<file path="src/rtl/hdbb_pkg.sv">
// Purpose: Shared constants and carriers for the host DMA bus bridge
// Assumes: 50 MHz system clock, all bus timing signals sampled
// Notes:   Window bounds compare against the host byte address
package hdbb_pkg;
  localparam logic [23:0] WIN_LO       = 24'h040000;
  localparam logic [23:0] WIN_HI       = 24'h05FFFF;
  localparam int          ADDR_OUT_W   = 15;
  localparam int          SEL_BIT      = 16;
  localparam int          CAS_LEAD_NS  = 100;
  localparam int          CLK_NS       = 20;
  localparam int          CAS_LEAD_CYC = CAS_LEAD_NS / CLK_NS;
  localparam logic        LANE_RST     = 1'b0;

  // Timing set of one bus CPU
  typedef struct packed {
    logic phase2;      // Phase-2 clock
    logic release_ack; // Stall / release acknowledge
    logic chain_in;    // Chain enable in, active low
    logic phase_ref;   // Bus phase reference
    logic col_strobe;  // Buffered column strobe
  } hdbb_cpu_type;

  // Host request bundle
  typedef struct packed {
    logic [23:1] addr;
    logic        as_n;
    logic        uds_n;
    logic        lds_n;
    logic        rd_wr;
    logic [15:0] wdata;
  } hdbb_host_type;

  typedef enum logic [3:0] {
    ST_IDLE = 4'b0001,
    ST_REQ  = 4'b0010,
    ST_CYC  = 4'b0100,
    ST_DONE = 4'b1000
  } hdbb_state_type;
endpackage : hdbb_pkg

</file>
<file path="src/rtl/hdbb_bridge.sv">
// Purpose: Steals bus CPU cycles to carry 16-bit host accesses as bytes
// Assumes: Host and bus pins asynchronous; each passes two flops first
// Notes:   Open-collector request modelled as output plus enable
// Function
// RULE_01 - Host access in the DMA window asserts the active-low window select
// RULE_02 - Address bit sixteen picks which bus CPU timing set is used
// RULE_03 - Selected phase-2 rising edge latches pending window select
// RULE_04 - With request latched and chain-in low, pull shared request low
// RULE_05 - Chain-out follows chain-in unless requesting, then held high
// RULE_06 - Bus CPU acknowledge line serves as the bridge's bus grant
// RULE_07 - Grant rise with request and chain enabled sets cycle pending
// RULE_08 - Same grant edge asserts memory-map claim for selected CPU
// RULE_09 - Address phase drives low 15 address bits, valid address, direction
// RULE_10 - Strobes captured into lane flags at cycle start; lower drives A0 (code: byte accesses only; a word access keeps the prior flags)
// RULE_11 - Word access makes two byte transfers, toggling lane flags between
// RULE_12 - Data-phase drive rises at phase reference edge during a cycle
// RULE_13 - On writes the chosen byte lane buffer is enabled through the cycle
// RULE_14 - Read latch pulse on column strobe, gated by lane flag, grabs byte
// RULE_15 - Latched read byte held on host lane until window select negates
// RULE_16 - Single-byte access acknowledged at the first latch pulse
// RULE_17 - Word access acknowledged only at the second latch pulse
// RULE_18 - Address strobe release clears termination flops for next access
// RULE_19 - Reset returns all request, chain, phase and lane flops to idle
`timescale 1ns/1ps
`default_nettype none
module hdbb_bridge (
  input  wire logic                 clk_sys,             // System clock
  input  wire logic                 rst,                 // Async reset
  input  wire logic                 clk_en,              // Freezes state low
  input  wire hdbb_pkg::hdbb_host_type host,             // Host bus
  input  wire hdbb_pkg::hdbb_cpu_type  cpu_a,            // First CPU timing
  input  wire hdbb_pkg::hdbb_cpu_type  cpu_b,            // Second CPU timing
  input  wire logic [7:0]           sys_data_in,         // System data in
  output logic                      dma_window_select_n, // Window select
  output logic                      shared_dma_request,  // Request level, 0
  output logic                      shared_dma_req_oe,   // Pulls line low
  output logic                      chain_enable_out_a,  // Chain out CPU A
  output logic                      chain_enable_out_b,  // Chain out CPU B
  output logic                      dma_cycle_pending,   // Cycle pending
  output logic                      memory_map_claim_a,  // Claim CPU A
  output logic                      memory_map_claim_b,  // Claim CPU B
  output logic                      address_phase_drive, // Address enable
  output logic [14:0]               sys_addr,            // System address
  output logic                      valid_memory_address,// Valid address
  output logic                      sys_rd_wr,           // Bus direction
  output logic                      data_phase_drive,    // Transceiver enable
  output logic [7:0]                sys_data_out,        // Write byte
  output logic                      latch_data_pulse,    // Read latch pulse
  output logic [15:0]               host_rdata,          // Read data to host
  output logic                      host_rdata_oe_hi,    // Upper lane drive
  output logic                      host_rdata_oe_lo,    // Lower lane drive
  output logic                      host_transfer_ack_n  // Transfer ack
);
  import hdbb_pkg::*;

  // Two-flop synchronisers for all foreign inputs
  hdbb_host_type host_s1, host_q;
  hdbb_cpu_type  a_s1, a_q, b_s1, b_q;
  logic [7:0]    data_s1, data_q;
  always_ff @(posedge clk_sys or posedge rst) begin
    if (rst) begin
      host_s1 <= '1;
      host_q  <= '1;
      a_s1    <= '0;
      a_q     <= '0;
      b_s1    <= '0;
      b_q     <= '0;
      data_s1 <= '0;
      data_q  <= '0;
    end else if (clk_en) begin
      host_s1 <= host;
      host_q  <= host_s1;
      a_s1    <= cpu_a;
      a_q     <= a_s1;
      b_s1    <= cpu_b;
      b_q     <= b_s1;
      data_s1 <= sys_data_in;
      data_q  <= data_s1;
    end
  end

  // Window decode and CPU selection
  logic [23:0]  host_byte_addr;
  logic         in_window;
  logic         sel_a;
  hdbb_cpu_type cpu;
  assign host_byte_addr = {host_q.addr, 1'b0};
  assign in_window = !host_q.as_n && (host_byte_addr >= WIN_LO)
                     && (host_byte_addr <= WIN_HI);                 // RULE_01
  assign sel_a = host_q.addr[SEL_BIT];                              // RULE_02
  assign cpu   = sel_a ? a_q : b_q;                                 // RULE_02

  // Previous values for edge detection; a change of address bit 16
  // mid-access can fake one edge, so the host must hold its address
  hdbb_cpu_type cpu_d;
  logic         as_d;
  always_ff @(posedge clk_sys or posedge rst) begin
    if (rst) begin
      cpu_d <= '0;
      as_d  <= 1'b1;
    end else if (clk_en) begin
      cpu_d <= cpu;
      as_d  <= host_q.as_n;
    end
  end
  logic p2_rise, grant_rise, ref_rise, cas_rise, as_end;
  assign p2_rise    = cpu.phase2 && !cpu_d.phase2;
  assign grant_rise = cpu.release_ack && !cpu_d.release_ack;        // RULE_06
  assign ref_rise   = cpu.phase_ref && !cpu_d.phase_ref;
  assign cas_rise   = cpu.col_strobe && !cpu_d.col_strobe;
  assign as_end     = host_q.as_n && !as_d;

  logic word_acc;
  assign word_acc = !host_q.uds_n && !host_q.lds_n;

  // Window select pin
  always_ff @(posedge clk_sys or posedge rst) begin
    if (rst) begin
      dma_window_select_n <= 1'b1;                                  // RULE_19
    end else if (clk_en) begin
      dma_window_select_n <= !in_window;                            // RULE_01
    end
  end

  // Transfer sequencer
  hdbb_state_type state;
  logic           req_latched;
  logic [1:0]     xfer_done;
  logic           upper_lane_flag, lower_lane_flag;
  always_ff @(posedge clk_sys or posedge rst) begin
    if (rst) begin
      state       <= ST_IDLE;                                       // RULE_19
      req_latched <= 1'b0;
    end else if (clk_en) begin
      case (state)
        ST_IDLE: begin
          if (in_window && p2_rise) begin
            req_latched <= 1'b1;                                    // RULE_03
            state       <= ST_REQ;
          end
        end
        ST_REQ: begin
          if (!in_window) begin
            req_latched <= 1'b0;
            state       <= ST_IDLE;
          end else if (grant_rise && !cpu.chain_in) begin
            state <= ST_CYC;                                        // RULE_07
          end
        end
        ST_CYC: begin
          if (cas_rise) begin
            req_latched <= 1'b0;
            state       <= ST_DONE;
          end
        end
        ST_DONE: begin
          if (!in_window || as_end) begin
            state <= ST_IDLE;                                       // RULE_18
          end else if (word_acc && xfer_done == 2'b01) begin
            state <= ST_IDLE;                                       // RULE_17
          end
        end
        default: begin
          state       <= ST_IDLE;
          req_latched <= 1'b0;
        end
      endcase
    end
  end

  // Request and chain pass-through
  logic requesting;
  assign requesting = req_latched && (state == ST_REQ);
  always_ff @(posedge clk_sys or posedge rst) begin
    if (rst) begin
      shared_dma_request <= 1'b0;
      shared_dma_req_oe  <= 1'b0;
      chain_enable_out_a <= 1'b1;
      chain_enable_out_b <= 1'b1;
    end else if (clk_en) begin
      shared_dma_request <= 1'b0;
      shared_dma_req_oe  <= requesting && !cpu.chain_in;            // RULE_04
      chain_enable_out_a <= (requesting && sel_a) ? 1'b1
                            : a_q.chain_in;                         // RULE_05
      chain_enable_out_b <= (requesting && !sel_a) ? 1'b1
                            : b_q.chain_in;                         // RULE_05
    end
  end

  // Cycle pending, claim, address and data phase
  always_ff @(posedge clk_sys or posedge rst) begin
    if (rst) begin
      dma_cycle_pending   <= 1'b0;
      memory_map_claim_a  <= 1'b0;
      memory_map_claim_b  <= 1'b0;
      address_phase_drive <= 1'b0;
      data_phase_drive    <= 1'b0;
    end else if (clk_en) begin
      if (state == ST_REQ && grant_rise && !cpu.chain_in) begin
        dma_cycle_pending  <= 1'b1;                                 // RULE_07
        memory_map_claim_a <= sel_a;                                // RULE_08
        memory_map_claim_b <= !sel_a;                               // RULE_08
      end else if (state == ST_CYC && ref_rise) begin
        dma_cycle_pending  <= 1'b0;                                 // RULE_07
        memory_map_claim_a <= 1'b0;
        memory_map_claim_b <= 1'b0;
      end
      if (state == ST_CYC && ref_rise) begin
        address_phase_drive <= 1'b1;                                // RULE_09
        data_phase_drive    <= 1'b1;                                // RULE_12
      end else if (state != ST_CYC) begin
        address_phase_drive <= 1'b0;
        data_phase_drive    <= 1'b0;
      end
    end
  end

  // Address, direction and write byte to the system bus
  always_ff @(posedge clk_sys or posedge rst) begin
    if (rst) begin
      sys_addr             <= '0;
      valid_memory_address <= 1'b0;
      sys_rd_wr            <= 1'b1;
      sys_data_out         <= '0;
    end else if (clk_en) begin
      sys_addr <= {host_q.addr[ADDR_OUT_W-1:1], lower_lane_flag};   // RULE_10
      valid_memory_address <= (state == ST_CYC);                    // RULE_09
      sys_rd_wr            <= host_q.rd_wr;                         // RULE_09
      if (!host_q.rd_wr && in_window && state == ST_CYC) begin
        sys_data_out <= upper_lane_flag ? host_q.wdata[15:8]
                                        : host_q.wdata[7:0];        // RULE_13
      end
    end
  end

  // Lane flags: captured at cycle start of byte accesses, toggled between word halves
  always_ff @(posedge clk_sys or posedge rst) begin
    if (rst) begin
      upper_lane_flag <= LANE_RST;                                  // RULE_19
      lower_lane_flag <= !LANE_RST;
    end else if (clk_en) begin
      if (state == ST_REQ && grant_rise && !cpu.chain_in) begin
        if (word_acc) begin
          if (xfer_done != 2'b00) begin
            upper_lane_flag <= !upper_lane_flag;                    // RULE_11
            lower_lane_flag <= !lower_lane_flag;                    // RULE_11
          end
        end else begin
          upper_lane_flag <= !host_q.uds_n;                         // RULE_10
          lower_lane_flag <= !host_q.lds_n;                         // RULE_10
        end
      end
    end
  end

  // Read latch pulse and read data hold; a strobe that lands as the
  // window drops wins for one cycle, the level clear follows next cycle
  always_ff @(posedge clk_sys or posedge rst) begin
    if (rst) begin
      latch_data_pulse <= 1'b0;
      host_rdata       <= '0;
      host_rdata_oe_hi <= 1'b0;
      host_rdata_oe_lo <= 1'b0;
    end else if (clk_en) begin
      latch_data_pulse <= (state == ST_CYC) && cas_rise;            // RULE_14
      if (!in_window) begin
        host_rdata_oe_hi <= 1'b0;                                   // RULE_15
        host_rdata_oe_lo <= 1'b0;
      end
      if (state == ST_CYC && cas_rise && host_q.rd_wr) begin
        if (upper_lane_flag) begin
          host_rdata[15:8] <= data_q;                               // RULE_14
          host_rdata_oe_hi <= 1'b1;                                 // RULE_15
        end
        if (lower_lane_flag) begin
          host_rdata[7:0]  <= data_q;                               // RULE_14
          host_rdata_oe_lo <= 1'b1;                                 // RULE_15
        end
      end
    end
  end

  // Termination: count byte transfers, acknowledge at the last one
  always_ff @(posedge clk_sys or posedge rst) begin
    if (rst) begin
      xfer_done           <= 2'b00;
      host_transfer_ack_n <= 1'b1;
    end else if (clk_en) begin
      if (!in_window) begin
        xfer_done           <= 2'b00;                               // RULE_18
        host_transfer_ack_n <= 1'b1;                                // RULE_18
      end
      if (state == ST_CYC && cas_rise) begin
        xfer_done <= {xfer_done[0], 1'b1};
        if (!word_acc || xfer_done[0]) begin
          host_transfer_ack_n <= 1'b0;                     // RULE_16 RULE_17
        end
      end
    end
  end
endmodule : hdbb_bridge
`default_nettype wire

</file>
<file path="config.mk">
export PLATFORM = sky130hd
export DESIGN_NAME = hdbb_bridge
export DESIGN_NICKNAME = d
export VERILOG_FILES = /design/src/rtl/hdbb_pkg.sv /design/src/rtl/hdbb_bridge.sv
export SDC_FILE = /design/constraint.sdc
export NUM_CORES = 1
export LEC_CHECK = 0
export BUFFER_PORTS_ARGS = -buffer_cell sky130_fd_sc_hd__buf_2
export CAP_MARGIN = 10
export CORE_UTILIZATION = 60
export DETAILED_ROUTE_END_ITERATION = 6
export GPL_ROUTABILITY_DRIVEN = 1
export GPL_TIMING_DRIVEN = 0
export HOLD_SLACK_MARGIN = 0.1
export PLACE_DENSITY = 0.87
export SLEW_MARGIN = 20
export SYNTH_ARGS = -nofsm -noshare
export SYNTH_HDL_FRONTEND = slang
export SYNTH_SLANG_ARGS = --single-unit
</file>
<file path="constraint.sdc">
create_clock -name clk_sys -period 16.7 [get_ports clk_sys]
set_clock_uncertainty 0.1 [all_clocks]
set_input_delay 0.835 -clock clk_sys [delete_from_list [all_inputs] [get_ports clk_sys]]
set_output_delay 0.835 -clock clk_sys [all_outputs]
set_load 0.01 [all_outputs]
</file>
==> results of run 1 <==
==> tightest hold or removal path, cell delays in order (launching register included) <==
cell and delay [ns]:
dfstp_2 0.37, inv_1 0.05, a21oi_1 0.05
==> metrics by stage <==
stage / util / setup slack (ns) / hold slack (ns) / instance area, µm² / std cells
global placement: 0.684 / 9.35 / 0.355 / 8250 / 762
finish: 0.737 / 14.04 / 0.372 / 8880 / 796
CTS: 0.736 / 14.11 / 0.369 / 8880 / 795
floorplan: - / 10.86 / 0.363 / 7460 / 478
detailed placement: 0.687 / 13.82 / 0.359 / 8280 / 763
global route: 0.737 / 13.99 / 0.401 / 8880 / 796
==> sequential cells by signal (all words and copies together) (netlist names), 5 cells and up <==
name	count
a_q	5
a_s1	5
b_q	5
b_s1	5
data_q	8
data_s1	8
host_byte_addr	22
host_q	20
host_rdata	16
host_s1	42
sys_addr	15
sys_data_out	8
==> synth_stat cells (4+ instances only) <==
master / instances
mux2_1: 17
nor2_1: 9
dfrtp_1: 95
nor4b_1: 5
inv_1: 12
buf_1: 7
mux2i_1: 8
o21ai_0: 10
dfstp_2: 91
clkbuf_1: 11
a21oi_1: 7
mux2_2: 148
a21o_1: 4
nand2_1: 13
==> worst min-delay path by stage <==
| stage | to | slack, ns | cells after the start |
|---|---|---|---|
| after detailed placement | host_transfer_ack_n$_DFFE_PP1P_ | 0.36 | 2 |
| after CTS | host_transfer_ack_n$_DFFE_PP1P_ | 0.37 | 2 |
| after floorplan | host_transfer_ack_n$_DFFE_PP1P_ | 0.36 | 2 |
| after global placement | host_transfer_ack_n$_DFFE_PP1P_ | 0.35 | 2 |
| final | host_transfer_ack_n$_DFFE_PP1P_ | 0.37 | 2 |
| after global routing | host_transfer_ack_n$_DFFE_PP1P_ | 0.40 | 2 |
==> where the power goes <==
group | internal [µW] | switching [µW] | leakage [µW]
registers | 525 | 36.5 | 0.00216
logic | 73.6 | 66.5 | 0.00159
clock network | 238 | 169 | 0.000289
==> logic make-up (layout without fill, tap and decap cells) <==
kind of cell | Yosys count | in the layout | synth area share
flip-flops | 186 | 186 | 0.640
multiplexers | 174 | 174 | 0.262
AND/OR/NAND/NOR | 47 | 47 | 0.0423
AO/OA/AOI/OAI | 36 | 36 | 0.0373
buffers and inverters | 34 | 183 | 0.0185
other | 1 | 2 | 0.000503
==> metal layers <==
layer  share of wire  vias to the layer above
li1                -                     1982
met1            0.40                     2273
met2            0.52                      138
met3           0.052                       31
met4           0.023                        2
met5         0.00066                        -
==> layout make-up <==
cell class | instances | area, µm² | area share
Antenna cell | 1 | 2.50 | 0.000282
Buffer | 22 | 92.6 | 0.0104
Clock buffer | 23 | 489 | 0.0551
Clock inverter | 9 | 111 | 0.0125
Inverter | 12 | 52.6 | 0.00591
Multi-Input combinational cell | 258 | 2550 | 0.287
Sequential cell | 186 | 4770 | 0.537
Tap cell | 168 | 210 | 0.0237
Timing Repair Buffer | 117 | 608 | 0.0684
==> impl_metrics.env, run 1 <==
export IMPL_status="finished, final reports clean"
export IMPL_max_slew_worst_pin_slew_ns=0.909
export IMPL_cap_viol_max_count=0
export IMPL_netlist_area_mm2=0.00746
export IMPL_wl_per_cell_um=19.1
export IMPL_pin_count=119
export IMPL_synthArstFlopShare=1.00
export IMPL_crit_path_top_delay_cell="nor3_2"
export IMPL_fillers=755
export IMPL_die_width_um=113
export IMPL_core_rowCount=40
export IMPL_numCtsBuffers=17
export IMPL_dieArea_mm2=0.0129
export IMPL_grt_use_met3=0.0680
export IMPL_crit_fanout=8
export IMPL_grt_pass1_wl_um=24900
export IMPL_antenna_found_initial=3
export IMPL_portBuffers=116
export IMPL_yosys_warnings=0
export IMPL_drc=0
export IMPL_drtIter0Drc=248
export IMPL_gp_congestion=0.926
export IMPL_final_cell_mix="mux2_2, buf_2, dfrtp_1"
export IMPL_ys_types=46
export IMPL_r2r_end="sys_data_out[7]$_DFFE_PP0P_"
export IMPL_core_area_mm2=0.0121
export IMPL_fin_setup_tns_ns=0
export IMPL_netlist_area_leader_share=0.321
export IMPL_routed_via_density=5.56
export IMPL_path_cells="nor4b_1, nand2_1, nor3_2, mux2_2"
export IMPL_yosysSeqAreaShare=0.640
export IMPL_clock_latency_ns=0.43
export IMPL_synth_flop_cell="dfrtp_1"
export IMPL_syn_nets=542
export IMPL_grt_max_degree=96
export IMPL_overflow=0
export IMPL_layout_commonest_cell="mux2_2"
export IMPL_drtAntennaViolNets=0
export IMPL_vdd_drop_max_v=0.0000829
export IMPL_cts_root_buf="clkbuf_16"
export IMPL_start_kind="flip-flop"
export IMPL_final_hold_viol_count=0
export IMPL_grt_use_met2=0.435
export IMPL_start_util=0.618
export IMPL_avgSynthCellArea_um2=15.6
export IMPL_cts_buffer_depth=2
export IMPL_drive_gt1_frac=0.646
export IMPL_cts_hold_buf=0
export IMPL_slew_headroom=0.391
export IMPL_cts_setup_buffers=0
export IMPL_gr_usage_met1=0.313
export IMPL_r2r_slack_ns=14.04
export IMPL_htree_levels=4
export IMPL_cts_resized=0
export IMPL_clkSinkCount=186
export IMPL_finalSetupViolations=0
export IMPL_total_power_uw=1110
export IMPL_cp_data_arrival_time_ns=2.87
export IMPL_area_delta_synth_final_pct=19.2
export IMPL_busiest_layer="met2"
export IMPL_post_route_min_period_ns=2.66
export IMPL_crit_required_ns=16.91
export IMPL_cts_tree="built"
export IMPL_min_delay_path_class="reg2reg"
export IMPL_path_class="reg2reg"
export IMPL_drtPass1Iterations=4
export IMPL_regToRegStartpoint="host_byte_addr[18]$_DFFE_PP1P_"
export IMPL_crit_family="simple AND/OR/NAND/NOR gates"
export IMPL_ys_top_cells_by_area="dfstp_2, dfrtp_1, mux2_2"
export IMPL_dieHeight_um=113
export IMPL_finalCritPeriodShare=0.159
export IMPL_track_usage=0.258
export IMPL_dp_hpwl_um=9860
export IMPL_crit_path_end_kind="flip-flop"
export IMPL_wl_um=15200
export IMPL_num_vias=4426
export IMPL_rsz0062_at_grt="false"
export IMPL_synth_top_cell_by_area="dfstp_2"
export IMPL_ys_seq_elements=186
export IMPL_syn_inst=478
export IMPL_synth_edf_count=0
export IMPL_p_leak_uw=0.00403
export IMPL_endpoint="sys_data_out[7]$_DFFE_PP0P_"
export IMPL_cp_startpoint="host_byte_addr[18]$_DFFE_PP1P_"
export IMPL_nets=678
export IMPL_power_density_mw_per_mm2=125
export IMPL_min_delay_start="host_transfer_ack_n$_DFFE_PP1P_"
export IMPL_cts_reportedPaths_clkPinSlew_ns=0.07
export IMPL_critical_path_max_stage_delay_ns=0.77
export IMPL_r2r_cells=4
export IMPL_slew_violations=0
export IMPL_grt_pass1_vias=4769
export IMPL_cp_num_buf_inv=0
export IMPL_path_depth=4
export IMPL_fmaxAchievable_mhz=376
No activity file was read; power rests on OpenSTA's default activity.
==> inputs of run 2 (changes only) <==
- ABC_AREA: unset -> 1
- CORE_UTILIZATION: 60 -> 51
- PLACE_DENSITY: 0.87 -> 0.79
- clock period: 16.7 -> 2.16 ns (I/O delays scaled with it)
==> run 2 against run 1 <==
Count of clock-buffer cells in the layout unchanged. Sequential power grew to 7.5 times the previous value. Via count increased by 39%. Cell area increased by 8.6%. Critical path depth increased by 6. Combinational power grew to 8.9 times the previous value. Sequential cell count stayed put. Largest cell class unchanged. Largest power group unchanged.
==> impl_metrics.env, run 2 <==
export IMPL_die_width_um=124
export IMPL_synthArstFlopShare=1.00
export IMPL_max_slew_worst_pin_slew_ns=0.740
export IMPL_power_density_mw_per_mm2=858
export IMPL_dieArea_mm2=0.0153
export IMPL_multi_input_area_mm2=0.00232
export IMPL_synth_compound_area_share=0.0914
export IMPL_top_regs="host_s1 (42), host_byte_addr (22), host_q (20)"
export IMPL_crit_required_ns=2.37
export IMPL_design_area_mm2=0.00965
export IMPL_syn_nets=885
export IMPL_grt_pass1_vias=6005
export IMPL_dpl_instance_area_mm2=0.00849
export IMPL_yosysSeqAreaShare=0.632
export IMPL_cts_root_buf="clkbuf_16"
export IMPL_slew_headroom=0.506
export IMPL_avgSynthCellArea_um2=9.19
export IMPL_track_usage=0.251
export IMPL_rsz0062_at_grt="false"
export IMPL_wl_um=17900
export IMPL_post_route_min_period_ns=1.91
export IMPL_vdd_drop_max_v=0.000625
export IMPL_register_area_mm2=0.00477
export IMPL_crit_path_end_kind="flip-flop"
export IMPL_yosys_area_share_simple=0.214
export IMPL_cts_hold_buf=62
export IMPL_area_delta_synth_final_pct=27.9
export IMPL_start_kind="flip-flop"
export IMPL_regToRegStartpoint="host_byte_addr[16]$_DFFE_PP1P_"
export IMPL_clock_latency_ns=0.43
export IMPL_fmaxAchievable_mhz=524
export IMPL_netlist_area_mm2=0.00754
export IMPL_top_register="host_s1"
export IMPL_grt_pass1_wl_um=28800
export IMPL_finalCritPeriodShare=0.884
export IMPL_pin_count=119
export IMPL_final_cell_mix="nand2_1, buf_2, dfrtp_1"
export IMPL_cp_data_arrival_time_ns=2.12
export IMPL_finalSetupViolations=0
export IMPL_r2r_slack_ns=0.25
export IMPL_whs_ns=0.245
export IMPL_synthAdderAreaFrac=0
export IMPL_drtPass1Iterations=5
export IMPL_synth_top_family_by_area="simple AND/OR/NAND/NOR gates"
export IMPL_layout_commonest_cell="nand2_1"
export IMPL_numCtsBuffers=17
export IMPL_fin_setup_tns_ns=0
export IMPL_drc=0
export IMPL_routed_via_density=5.02
export IMPL_largest_reg_flops=42
export IMPL_synthMuxAreaShare=0.00133
export IMPL_final_util=0.666
export IMPL_cts_tree="built"
export IMPL_ys_types=30
export IMPL_ys_seq_elements=186
export IMPL_dieHeight_um=124
export IMPL_yosysMostFrequentCell="nand2_1"
export IMPL_ys_top_cells_by_area="dfstp_2, dfrtp_1, nand2_1"
export IMPL_yosys_warnings=0
export IMPL_synth_top_cell_by_area="dfstp_2"
export IMPL_syn_inst=821
export IMPL_status="finished, final reports clean"
export IMPL_final_hold_viol_count=0
export IMPL_cts_buffer_depth=2
export IMPL_drtIter0Drc=341
export IMPL_cts_setup_buffers=0
export IMPL_dp_hpwl_um=12200
export IMPL_fillers=1122
export IMPL_crit_fanout=10
export IMPL_slew_violations=0
export IMPL_min_delay_path_class="in2async"
export IMPL_path_class="reg2reg"
export IMPL_r2r_cells=10
export IMPL_netlist_area_leader_share=0.317
export IMPL_cap_viol_max_count=0
export IMPL_cts_reportedPaths_clkPinSlew_ns=0.07
export IMPL_r2r_end="state[3]$_DFFE_PP0P_"
export IMPL_dp_cells=1127
export IMPL_drive_gt1_frac=0.284
export IMPL_nets=1088
export IMPL_core_area_mm2=0.0145
export IMPL_num_vias=6133
export IMPL_ys_top_cells_by_count="nand2_1, dfrtp_1, dfstp_2"
export IMPL_core_rowCount=44
export IMPL_portBuffers=116
export IMPL_synth_xor_area_frac=0
export IMPL_synth_flop_cell="dfrtp_1"
export IMPL_wl_per_cell_um=14.7
export IMPL_grt_max_degree=37
export IMPL_stdcell_count=1221
export IMPL_drtAntennaViolNets=0
export IMPL_n_antenna_cell=0
export IMPL_clkSinkCount=186
export IMPL_synth_edf_count=0
export IMPL_htree_levels=4
export IMPL_antenna_found_initial=0
export IMPL_overflow=0
export IMPL_gp_congestion=0.803
export IMPL_start_util=0.521
export IMPL_cts_resized=0
export IMPL_p_leak_uw=0.00486
## run 2: cell types whose count changed in the layout (fill, tap and decap cells not counted), sizes merged, moves of 15 or more
| cell | previous run | this run |
|---|---|---|
| buf | 128 | 144 |
| mux2 | 166 | 0 |
| nor2 | 9 | 24 |
| inv | 13 | 67 |
| o21ai | 11 | 111 |
| nand2 | 15 | 367 |
| dlygate4sd3 | 0 | 62 |
## run 2: worst max-delay path by stage
stage | start | slack [ns] | depth (start not counted) | end
CTS | host_byte_addr[16]$_DFFE_PP1P_ | 0.28 | 10 | state[3]$_DFFE_PP0P_
global route | host_byte_addr[16]$_DFFE_PP1P_ | 0.07 | 10 | state[3]$_DFFE_PP0P_
global placement | rst | -1.43 | 2 | sys_addr[11]$_DFFE_PP0P_
floorplan | rst | -0.37 | 1 | a_q[0]$_DFFE_PP0P_
detailed placement | host_byte_addr[16]$_DFFE_PP1P_ | 0.29 | 10 | state[3]$_DFFE_PP0P_
finish | host_byte_addr[16]$_DFFE_PP1P_ | 0.25 | 10 | state[3]$_DFFE_PP0P_
## run 2: critical path, stage by stage (launching register included)
cell     delay (ns)
dfstp_2        0.53
buf_6          0.14
inv_2          0.08
nand2_1        0.09
nand3_1        0.08
nor2_1         0.22
nor2_1         0.08
nor2_1         0.18
nand2_1        0.14
nand2_1        0.08
nand2_1        0.05
## run 2: metal layers
metal / up-vias / track usage / wire, µm
met1: 2942 / 0.323 / 7830
met3: 47 / 0.0522 / 824
met2: 189 / 0.403 / 8640
li1: 2955 / - / -
met4: 0 / 0.130 / 599
met5: - / 0 / 0
## run 2: power breakdown
part           switching (µW)  internal [µW]  total [µW]
registers                 195           3980        4180
logic                     769            472        1240
clock network            1320           1540        2860
## run 2: cell families (layout without fill, tap and decap cells)
kind of cell | Yosys count | in the layout
buffers and inverters | 106 | 322
AOI/OAI and AO/OA | 119 | 119
and+or+nand+nor | 408 | 408
other | 1 | 1
muxes | 1 | 1
DFF | 186 | 186
## run 2: through the flow
step           power (µW)  setup slack [ns]
2_1_floorplan        4940            -0.366
3_3_place_gp         5280             -1.43
3_5_place_dp         5370             0.288
4_1_cts              8300             0.276
5_1_grt              8660            0.0697
6_report             8280             0.250
## run 2: area by class of cell
type,instances,area share
Clock inverter,9,0.00674
Timing Repair Buffer,184,0.139
Tap cell,184,0.0239
Sequential cell,186,0.494
Multi-Input combinational cell,529,0.240
Inverter,65,0.0257
Buffer,41,0.0222
Clock buffer,23,0.0485
==> inputs of run 3 (changes only) <==
- BUFFER_PORTS_ARGS: -buffer_cell sky130_fd_sc_hd__buf_2 -> unset
- CORE_UTILIZATION: 51 -> 45
- DONT_BUFFER_PORTS: unset -> 1
- PLACE_DENSITY: 0.79 -> 0.65
==> run 3 against run 2 <==
Non-clock buffer count decreased by 111. Cell area shrank 4.2%. Maximum frequency fell by 6.5%. Die area up 13%. Sequential power rose by 1%. Via count fell by 9.8%. Utilization decreased by 9.3 points. Hold slack got worse by 0.16 ns. First-iteration DRC count up 16%. Global-route usage decreased by 3.3 points. Combinational power shrank 14%. Critical path type is now in2reg. Critical endpoint is now host_s1[15]$_DFFE_PP1P_. Highest routed layer unchanged.
==> impl_metrics.env, run 3 (synthesis gave the netlist of run 2 again) <==
export IMPL_cts_root_buf="clkbuf_16"
export IMPL_vdd_drop_max_v=0.000610
export IMPL_crit_required_ns=2.43
export IMPL_core_rowCount=46
export IMPL_path_cells="dlygate4sd3_1, buf_4, buf_2, clkbuf_4, nand2_1, o21ai_0, dlygate4sd3_1"
export IMPL_finalCritPeriodShare=0.946
export IMPL_htree_levels=4
export IMPL_drive_gt1_frac=0.195
export IMPL_grt_pass1_wl_um=29300
export IMPL_final_hold_viol_count=0
export IMPL_core_area_mm2=0.0161
export IMPL_top_register="host_s1"
export IMPL_clock_latency_ns=0.43
export IMPL_max_slew_worst_pin_slew_ns=0.779
export IMPL_min_delay_start="clk_en"
export IMPL_cts_buffer_depth=2
export IMPL_regToRegStartpoint="host_byte_addr[18]$_DFFE_PP1P_"
export IMPL_status="finished, final reports clean"
export IMPL_drc=0
export IMPL_die_width_um=131
export IMPL_start_util=0.468
export IMPL_post_route_min_period_ns=2.04
export IMPL_portBuffers=0
export IMPL_cts_reportedPaths_clkPinSlew_ns=0.07
export IMPL_cp_data_arrival_time_ns=2.32
export IMPL_crit_path_top_delay_cell="dlygate4sd3_1"
export IMPL_cp_num_buf_inv=5
export IMPL_rsz0062_at_grt="false"
export IMPL_grt_max_degree=33
export IMPL_slew_headroom=0.480
export IMPL_path_common_cell="dlygate4sd3_1"
export IMPL_drtPass1Iterations=7
export IMPL_area_delta_synth_final_pct=22.5
export IMPL_n_antenna_cell=0
export IMPL_top_regs="host_s1 (42), host_byte_addr (22), host_q (20)"
export IMPL_wl_per_cell_um=15.2
export IMPL_drtIter0Drc=395
export IMPL_dp_hpwl_um=12000
export IMPL_slew_violations=0
export IMPL_power_density_mw_per_mm2=929
export IMPL_cts_tree="built"
export IMPL_pin_count=119
export IMPL_crit_family="buffers and inverters"
export IMPL_dieHeight_um=131
export IMPL_start_kind="primary input"
export IMPL_num_vias=5529
export IMPL_overflow=0
export IMPL_final_util=0.574
export IMPL_min_delay_path_class="in2reg"
export IMPL_numCtsBuffers=17
export IMPL_layout_commonest_cell="nand2_1"
export IMPL_cp_startpoint="clk_en"
export IMPL_wl_um=17400
export IMPL_fillers=1452
export IMPL_antenna_found_initial=0
export IMPL_gp_congestion=0.791
export IMPL_nets=977
export IMPL_crit_fanout=10
export IMPL_track_usage=0.219
export IMPL_clkSinkCount=186
export IMPL_final_cell_mix="nand2_1, dfrtp_1, dfstp_2"
export IMPL_finalSetupViolations=0
export IMPL_fin_setup_tns_ns=0
export IMPL_cap_viol_max_count=0
export IMPL_largest_reg_flops=42
export IMPL_grt_pass1_vias=5603
export IMPL_p_leak_uw=0.00440
export IMPL_path_class="in2reg"
export IMPL_cts_setup_buffers=0
export IMPL_critical_path_max_stage_delay_ns=0.73
export IMPL_drtAntennaViolNets=0
export IMPL_routed_via_density=4.84
export IMPL_crit_path_end_kind="flip-flop"
export IMPL_dieArea_mm2=0.0173
export IMPL_fmaxAchievable_mhz=489
[run 3: cell types whose count changed in the layout (fill, tap and decap cells not counted), moves of 2 or more]
cell,previous run,this run
buf_2,131,14
dlygate4sd3_1,62,67
bufinv_16,0,4
clkbuf_1,23,20
clkbuf_8,2,0
clkinv_2,3,1
clkinvlp_4,1,3
[run 3: metal layers]
layer	up-vias	global-route usage	part of all wire
li1	2729	-	-
met1	2670	0.289	0.47
met4	0	0.0601	0.012
met5	-	0	0
met3	14	0.0586	0.046
met2	116	0.353	0.47
[run 3: worst paths after layout]
kind | end | slack [ns] | cells past startpoint
worst max-delay path | host_s1[15]$_DFFE_PP1P_ | 0.12 | 7
max in group asynchronous | a_s1[0]$_DFFE_PP0P_ | 0.82 | 3
worst min-delay path | host_byte_addr[10]$_DFFE_PP1P_ | 0.08 | 2
worst max register to register | sys_data_out[0]$_DFFE_PP0P_ | 0.22 | 8
min in group asynchronous | chain_enable_out_b$_DFFE_PP1P_ | 0.24 | 2
worst min register to register | host_s1[20]$_DFFE_PP1P_ | 0.36 | 2
[run 3: layout make-up]
type	instances	area [µm²]	area share
Sequential cell	186	4770	0.516
Multi-Input combinational cell	529	2320	0.251
Timing Repair Buffer	73	798	0.0864
Clock buffer	19	433	0.0468
Tap cell	216	270	0.0292
Inverter	65	248	0.0268
Buffer	41	218	0.0236
Clock inverter	13	190	0.0206
[run 3: what timing repair did]
item	4_1_cts	5_1_grt
hold buffers	67	0
resized for setup	0	3
endpoints found under the hold margin	251	0
endpoints found under the setup margin	0	2
[run 3: stage by stage]
stage | total power (µW) | cell area, µm² | hold slack (ns) | worst slack [ns] | std cells
global placement | 5180 | 7820 | 0.107 | -1.40 | 1037
global route | 8990 | 9240 | 0.160 | 0.00607 | 1142
floorplan | 4940 | 7550 | 0.103 | -0.366 | 821
detailed placement | 5240 | 7950 | -0.0933 | 0.233 | 1043
finish | 8590 | 9240 | 0.0844 | 0.117 | 1142
CTS | 8660 | 9240 | 0.111 | 0.0944 | 1142
[run 3: power breakdown]
part | leakage, µW | switching [µW] | internal, µW
logic | 0.00191 | 676 | 390
clock network | 0.000298 | 1350 | 1950
registers | 0.00219 | 241 | 3980
[run 3: worst reg2reg max path, cell delays in order (launching register included)]
cell and delay [ns]:
dfstp_2 0.53, inv_1 0.05, nor2_1 0.09, nand2_1 0.07, nor2_1 0.30, nand4_2 0.31, buf_6 0.26, nand2_1 0.08
o21ai_2 0.05
